==> src/verilog/timer_pkg.sv <==
// constants and types for the capture reload timer
`default_nettype none
package timer_pkg;
	// ==========================================
	// register addresses
	localparam logic [7:0] ADDR_TIMER_CONTROL = 8'hC8;
	localparam logic [7:0] ADDR_RELOAD_CAPTURE_LOW = 8'hCA;
	localparam logic [7:0] ADDR_RELOAD_CAPTURE_HIGH = 8'hCB;
	localparam logic [7:0] ADDR_COUNT_LOW_BYTE = 8'hCC;
	localparam logic [7:0] ADDR_COUNT_HIGH_BYTE = 8'hCD;
	// ==========================================
	// control field positions
	localparam int BIT_OVERFLOW_FLAG = 7;
	localparam int BIT_EXTERNAL_EVENT_FLAG = 6;
	localparam int BIT_RECEIVE_CLOCK_SELECT = 5;
	localparam int BIT_TRANSMIT_CLOCK_SELECT = 4;
	localparam int BIT_EXTERNAL_TRIGGER_ENABLE = 3;
	localparam int BIT_RUN_CONTROL = 2;
	localparam int BIT_TIMER_COUNTER_SELECT = 1;
	localparam int BIT_CAPTURE_SELECT = 0;
	// ==========================================
	// reset values
	localparam logic [7:0] RESET_TIMER_CONTROL = 8'h00;
	localparam logic [15:0] RESET_COUNT = 16'h0000;
	localparam logic [15:0] RESET_RELOAD_CAPTURE = 16'h0000;
	localparam logic [7:0] READ_UNMAPPED = 8'h00;
	localparam logic [15:0] COUNT_ALL_ONES = 16'hFFFF;
	// ==========================================
	// operating modes
	typedef enum logic [1:0] {
		MODE_OFF,
		MODE_AUTORELOAD,
		MODE_CAPTURE,
		MODE_BAUD
	} timer_mode_t;
endpackage
`default_nettype wire

==> src/verilog/pin_fall_detect.sv <==
// synchroniser and falling edge detector for one pin
`default_nettype none
`timescale 1ns/1ns
module pin_fall_detect (
	input wire logic clock,
	input wire logic rst,
	input wire logic pin,
	output logic fall
);
	logic meta_q, sync2_q, sync3_q, level_q;
	logic level_d;
	// ==========================================
	// three stage sampling
	always_ff @(posedge clock) begin
		if (rst) begin
			meta_q <= 1'b1;
			sync2_q <= 1'b1;
			sync3_q <= 1'b1;
			level_q <= 1'b1;
		end else begin
			meta_q <= pin;
			sync2_q <= meta_q;
			sync3_q <= sync2_q;
			level_q <= level_d;
		end
	end
	// ==========================================
	// accepted level and edge
	always_comb begin
		level_d = (sync2_q == sync3_q) ? sync2_q : level_q;
	end
	assign fall = (sync2_q == sync3_q) && !sync2_q && level_q;
endmodule // pin_fall_detect
`default_nettype wire

==> src/verilog/capture_reload_timer.sv <==
// 16-bit timer with autoreload, capture and baud modes
//
// Operation
// - mode from run, clock selects, capture select: off, autoreload, capture, baud.
// - autoreload: rollover sets overflow flag and loads count from reload pair.
// - autoreload with trigger enable: trigger fall reloads count, sets event flag.
// - capture mode: free 16-bit count, overflow sets flag bit 7, interrupts.
// - capture with trigger enable: trigger fall copies count into reload pair.
// - qualifying trigger fall sets event flag bit 6, which can interrupt.
// - baud mode: overflows never set the overflow flag.
// - baud mode: trigger falls still set event flag and may interrupt.
// - count bytes and reload/capture bytes readable, writable by software.
// - count runs while run bit set, holds while clear.
// - counts core clocks, or count pin falls when counter select set.
// - baud mode: overflow pulses go to serial port as receive or transmit bit clock.
`default_nettype none
`timescale 1ns/1ns
module capture_reload_timer
	import timer_pkg::*;
(
	input wire logic clock,
	input wire logic rst,
	input wire logic [7:0] sfr_addr,
	input wire logic sfr_wr,
	input wire logic sfr_rd,
	input wire logic [7:0] sfr_wdata,
	output logic [7:0] sfr_rdata,
	input wire logic trigger_input,
	input wire logic count_input,
	output logic timer_irq,
	output logic rx_bit_clock,
	output logic tx_bit_clock,
	output var timer_pkg::timer_mode_t mode
);
	import timer_pkg::*;

	logic [7:0] control_q, control_d;
	logic [15:0] count_q, count_d;
	logic [15:0] reload_q, reload_d;
	logic [7:0] rdata_q, rdata_d;
	logic rx_tick_q, rx_tick_d, tx_tick_q, tx_tick_d;
	logic trig_fall, count_fall;
	logic run, ext_en, tick, overflow, trig_event;
	timer_mode_t mode_c;

	function automatic logic hit(input logic [7:0] a, input logic [7:0] target, input logic strobe);
		hit = strobe && (a == target);
	endfunction

	// ==========================================
	// pin edge detectors
	pin_fall_detect u_trigger (
		.clock(clock),
		.rst(rst),
		.pin(trigger_input),
		.fall(trig_fall)
	);
	pin_fall_detect u_count (
		.clock(clock),
		.rst(rst),
		.pin(count_input),
		.fall(count_fall)
	);

	// ==========================================
	// mode decode and events
	always_comb begin
		run = control_q[BIT_RUN_CONTROL];
		ext_en = control_q[BIT_EXTERNAL_TRIGGER_ENABLE];
		if (!run) begin
			mode_c = MODE_OFF;
		end else if (control_q[BIT_RECEIVE_CLOCK_SELECT] || control_q[BIT_TRANSMIT_CLOCK_SELECT]) begin
			mode_c = MODE_BAUD;
		end else if (control_q[BIT_CAPTURE_SELECT]) begin
			mode_c = MODE_CAPTURE;
		end else begin
			mode_c = MODE_AUTORELOAD;
		end
		tick = run && (control_q[BIT_TIMER_COUNTER_SELECT] ? count_fall : 1'b1);
		overflow = tick && (count_q == COUNT_ALL_ONES);
		trig_event = ext_en && trig_fall;
	end
	assign mode = mode_c;

	// ==========================================
	// control, count and reload state
	always_comb begin
		control_d = control_q;
		count_d = count_q;
		reload_d = reload_q;
		rx_tick_d = 1'b0;
		tx_tick_d = 1'b0;
		if (hit(sfr_addr, ADDR_TIMER_CONTROL, sfr_wr)) begin
			control_d = sfr_wdata;
		end
		if (hit(sfr_addr, ADDR_RELOAD_CAPTURE_LOW, sfr_wr)) begin
			reload_d[7:0] = sfr_wdata;
		end
		if (hit(sfr_addr, ADDR_RELOAD_CAPTURE_HIGH, sfr_wr)) begin
			reload_d[15:8] = sfr_wdata;
		end
		if (tick) begin
			count_d = count_q + 16'h0001;
		end
		case (mode_c)
			MODE_AUTORELOAD: begin
				if (overflow || trig_event) begin
					count_d = reload_q;
				end
				if (overflow) begin
					control_d[BIT_OVERFLOW_FLAG] = 1'b1;
				end
			end
			MODE_CAPTURE: begin
				if (trig_event) begin
					reload_d = count_q;
				end
				if (overflow) begin
					control_d[BIT_OVERFLOW_FLAG] = 1'b1;
				end
			end
			MODE_BAUD: begin
				if (overflow) begin
					count_d = reload_q;
					rx_tick_d = control_q[BIT_RECEIVE_CLOCK_SELECT];
					tx_tick_d = control_q[BIT_TRANSMIT_CLOCK_SELECT];
				end
			end
			MODE_OFF: begin
			end
			default: begin
			end
		endcase
		if (trig_event) begin
			control_d[BIT_EXTERNAL_EVENT_FLAG] = 1'b1;
		end
		if (hit(sfr_addr, ADDR_COUNT_LOW_BYTE, sfr_wr)) begin
			count_d[7:0] = sfr_wdata;
		end
		if (hit(sfr_addr, ADDR_COUNT_HIGH_BYTE, sfr_wr)) begin
			count_d[15:8] = sfr_wdata;
		end
	end

	always_ff @(posedge clock) begin
		if (rst) begin
			control_q <= RESET_TIMER_CONTROL;
			count_q <= RESET_COUNT;
			reload_q <= RESET_RELOAD_CAPTURE;
			rx_tick_q <= 1'b0;
			tx_tick_q <= 1'b0;
		end else begin
			control_q <= control_d;
			count_q <= count_d;
			reload_q <= reload_d;
			rx_tick_q <= rx_tick_d;
			tx_tick_q <= tx_tick_d;
		end
	end

	// ==========================================
	// register read port
	always_comb begin
		rdata_d = rdata_q;
		if (sfr_rd) begin
			case (sfr_addr)
				ADDR_TIMER_CONTROL: rdata_d = control_q;
				ADDR_RELOAD_CAPTURE_LOW: rdata_d = reload_q[7:0];
				ADDR_RELOAD_CAPTURE_HIGH: rdata_d = reload_q[15:8];
				ADDR_COUNT_LOW_BYTE: rdata_d = count_q[7:0];
				ADDR_COUNT_HIGH_BYTE: rdata_d = count_q[15:8];
				default: rdata_d = READ_UNMAPPED;
			endcase
		end
	end

	always_ff @(posedge clock) begin
		if (rst) begin
			rdata_q <= READ_UNMAPPED;
		end else begin
			rdata_q <= rdata_d;
		end
	end

	assign sfr_rdata = rdata_q;
	assign rx_bit_clock = rx_tick_q;
	assign tx_bit_clock = tx_tick_q;
	assign timer_irq = control_q[BIT_OVERFLOW_FLAG] || control_q[BIT_EXTERNAL_EVENT_FLAG];

	logic ctl_wr;
	assign ctl_wr = hit(sfr_addr, ADDR_TIMER_CONTROL, sfr_wr);
endmodule // capture_reload_timer
`default_nettype wire

==> config.mk <==
export PLATFORM = sky130hd
export DESIGN_NAME = capture_reload_timer
export DESIGN_NICKNAME = d
export VERILOG_FILES = /design/src/verilog/timer_pkg.sv /design/src/verilog/pin_fall_detect.sv /design/src/verilog/capture_reload_timer.sv
export SDC_FILE = /design/constraint.sdc
export NUM_CORES = 1
export LEC_CHECK = 0
export CORE_MARGIN = 2
export CORE_UTILIZATION = 53
export CTS_CLUSTER_SIZE = 24
export DETAILED_ROUTE_END_ITERATION = 12
export DONT_BUFFER_PORTS = 1
export PLACE_DENSITY_LB_ADDON = 0.12
export SLEW_MARGIN = 20
export SYNTH_ARGS = -nofsm -noshare
export SYNTH_HDL_FRONTEND = slang
export SYNTH_HIERARCHICAL = 1
export SYNTH_SLANG_ARGS = --single-unit
==> constraint.sdc <==
create_clock -name clock -period 3.85 [get_ports clock]
set_clock_uncertainty 0.05 [all_clocks]
set_input_delay 0.77 -clock clock [delete_from_list [all_inputs] [get_ports clock]]
set_output_delay 0.77 -clock clock [all_outputs]
set_load 0.02 [all_outputs]
==> metrics.cfg <==
[cts]
total_cts_buffers = 9
cts_setup_buffers = 0
worst_setup_hold_path_clk_slew_ps = 70
clock_insertion_delay_worst_skew_ps = 340
clk_sinks = 58
max-clock-path-buffers = 2
clock_tree_from_tritoncts = done
h-tree-depth = 3
cts_hold_buffers_added = 0
cts-root-buf = sky130_fd_sc_hd__clkbuf_8
postCtsResizedCells = 0

[worst_setup_path]
critPathArrivalTime_ps = 2840
crit_path_end_kind = flip-flop
crit_start = u_count/sync2_q
worstRegToRegCells = 9
crit_fanout = 13
critical_path.reg2reg.endpoint = count_q[11]
worstSetupStartpointType = flip-flop
worst-r2r-setup-slack_ps = 1220
critPathCapture = count_q[11]
critical_path_class = flip-flop to flip-flop
worst_r2r_startpoint = u_count/sync2_q
timing.critical_path.required_ps = 4060

[floorplan]
dieArea_um2 = 6426
boundaryPins = 35
fp.dieH_um = 80.16
die-width_um = 80.16
coreArea_um2 = 5540
initial_core_util_pct = 55.49
rows = 27

[sta]
finalHoldViolations = 0
slew_violations = 0
worst_pin_slew_ps = 888.5
final_min_period_over_clock_period_pct = 68.35
final.min_clock_period_ps = 2631
achievable-frequency_mhz = 380.0
setup_violations = 0
max_slew_margin_pct = 40.31
setup_tns_ps = 0
hold-worst-slack_ps = 356.3
rsz0062_at_grt = no

[synth]
synth_seq_area_share_pct = 37.77
post_synthesis_cell_type_count = 46
postSynthAreaPerCell_um2 = 8.660
synth_most_common_cell = sky130_fd_sc_hd__nor2_1
syn_area_um2 = 3074
postSynthNetCount = 383
postSynth.asyncResetShare_pct = 0
synth.top_cells.by_count = sky130_fd_sc_hd__nor2_1 (60), sky130_fd_sc_hd__dfxtp_1 (58), sky130_fd_sc_hd__mux2i_1 (26)
yosysWarnings = 6
netlist_top_cells_area = sky130_fd_sc_hd__dfxtp_1 (38%), sky130_fd_sc_hd__mux2i_1 (8.5%), sky130_fd_sc_hd__nor2_1 (7.3%)
synth_edf_count = 0
postSynthRegisterBits = 58
synthDominantCellAreaShare_pct = 37.77
postSynth.topFlopCell = sky130_fd_sc_hd__dfxtp_1
syn_inst = 355
library_cell_occupying_the_most_area_in_the_post_synthesis_netlist = sky130_fd_sc_hd__dfxtp_1

[route]
drt.antenna.violating_nets = 0
post_drt_via_cell_ratio = 6.148
wl_mm = 7.763
dr_total_vias = 2625
drt-wirelength-per-cell_um = 18.18
detail_route.first_pass.iterations = 5
route.detailed.drc = 0
detail_route.iter0.violations = 185

[global_route]
total_congestion_overflow_after_global_routing = 0
groute.usage.overall_pct = 25.90
antenna_found_initial = 0
grt_pass1_vias = 2449
grt_first_pass_wirelength_mm = 12.55
pin_count_of_the_biggest_net_entering_global_routing = 58

[run]
maxCapViolCount = 0

[placed_design]
half_perimeter_wire_length_after_placement_mm = 5.336
place.gp.congestion = 0.9067
place_area_um2 = 3102
port_buffers = 0

[power_and_ir_drop]
power.density_cell_area_nw_per_um2 = 393.1
p_leak_nw = 1.420
irDropWorstVdd_uv = 246.7

[finish]
area.growth.synth_to_final_pct = 8.466
final_layout_size_suffix_gt1_share_pct = 10.14
nNetsFinal = 378
fill_cells = 516
diodes = 0
final_design_area_no_fill_um2 = 3334

[worst_hold_path]
min_path_type = flip-flop to flip-flop

[outcome]
status = completed

-- cell type report --
type	instances	area, µm²	share of cell area (%)
Clock inverter	6	105.1	3.152
Multi-Input combinational cell	266	1787	53.58
Tap cell	72	90.09	2.702
Clock buffer	10	127.6	3.827
Sequential cell	58	1161	34.82
Inverter	13	48.80	1.463
Timing Repair Buffer	2	15.01	0.4503
-- registers in the layout, summed over array words and instances, names as in the netlist, 8 cells and up --
name and cells:
control_q 8, count_q 16, reload_q 16, sfr_rdata 8
-- layer usage --
metal  GRT usage (%)  share of wire [%]  wire (µm)
met5               0                  0          0
met4           9.831                2.0        153
met3           7.191                6.1        476
met2           39.42                 46       3571
met1           34.80                 46       3561
-- per-stage QoR --
step	worst slack [ps]	utilization, %	power (mW)	std cells
after global placement	1269	55.98	0.6598	411
after detailed placement	1244	55.98	0.6607	411
final	1219	60.19	1.311	427
after global routing	1087	60.19	1.355	427
after floorplan	1519	-	0.6669	355
after CTS	1282	60.19	1.321	427
-- worst min path at each step --
| stage | startpoint | end | slack (ps) | cells after the start |
|---|---|---|---|---|
| floorplan | u_count/meta_q | u_count/sync2_q | 330 | 1 |
| global placement | u_trigger/meta_q | u_trigger/sync2_q | 330 | 1 |
| detailed placement | u_trigger/meta_q | u_trigger/sync2_q | 350 | 1 |
| CTS | u_trigger/meta_q | u_trigger/sync2_q | 360 | 1 |
| global route | u_trigger/meta_q | u_trigger/sync2_q | 370 | 1 |
| finish | u_trigger/meta_q | u_trigger/sync2_q | 360 | 1 |
-- layout by cell type (no fill, tap or decap), drive strengths merged, types with 3 or more instances in the layout --
| cell type | instances |
|---|---|
| nor2 | 60 |
| o221ai | 7 |
| or2 | 6 |
| clkbuf | 10 |
| nand4 | 7 |
| a21oi | 10 |
| dfxtp | 58 |
| nor3 | 5 |
| o21ai | 11 |
| nand2 | 20 |
| a31oi | 3 |
| nand3 | 7 |
| ha | 6 |
| and2 | 3 |
| inv | 13 |
| a211oi | 25 |
| mux2 | 9 |
| nor2b | 5 |
| clkinv | 3 |
| bufinv | 3 |
| xnor2 | 9 |
| a22oi | 17 |
| mux2i | 26 |
| xor2 | 6 |
-- power by group --
part           leakage, nW  internal (mW)  switching (mW)
logic                0.830         0.0157          0.0152
registers            0.470          0.608         0.00843
clock network        0.120          0.426           0.237
total                 1.42           1.05           0.261
-- cell families after synthesis --
group,after synthesis,synth area share (%)
and+or+nand+nor,127,20.23
AOI/OAI and AO/OA,83,19.41
DFF,58,37.77
muxes,35,11.76
buffers and inverters,31,4.111
xor gates and xnor gates,15,4.274
adders and majority gates,6,2.442
-- worst max-delay path, stage by stage (launching register included) --
cell and delay, ps:
sky130_fd_sc_hd__dfxtp_1 300, sky130_fd_sc_hd__inv_1 100, sky130_fd_sc_hd__ha_1 140, sky130_fd_sc_hd__and2_1 130, sky130_fd_sc_hd__nor2b_1 80, sky130_fd_sc_hd__nor3_1 740
sky130_fd_sc_hd__a31o_2 510, sky130_fd_sc_hd__and3b_1 280, sky130_fd_sc_hd__a22oi_1 100, sky130_fd_sc_hd__o21ai_0 110
No activity file was read; power rests on OpenSTA's default activity.
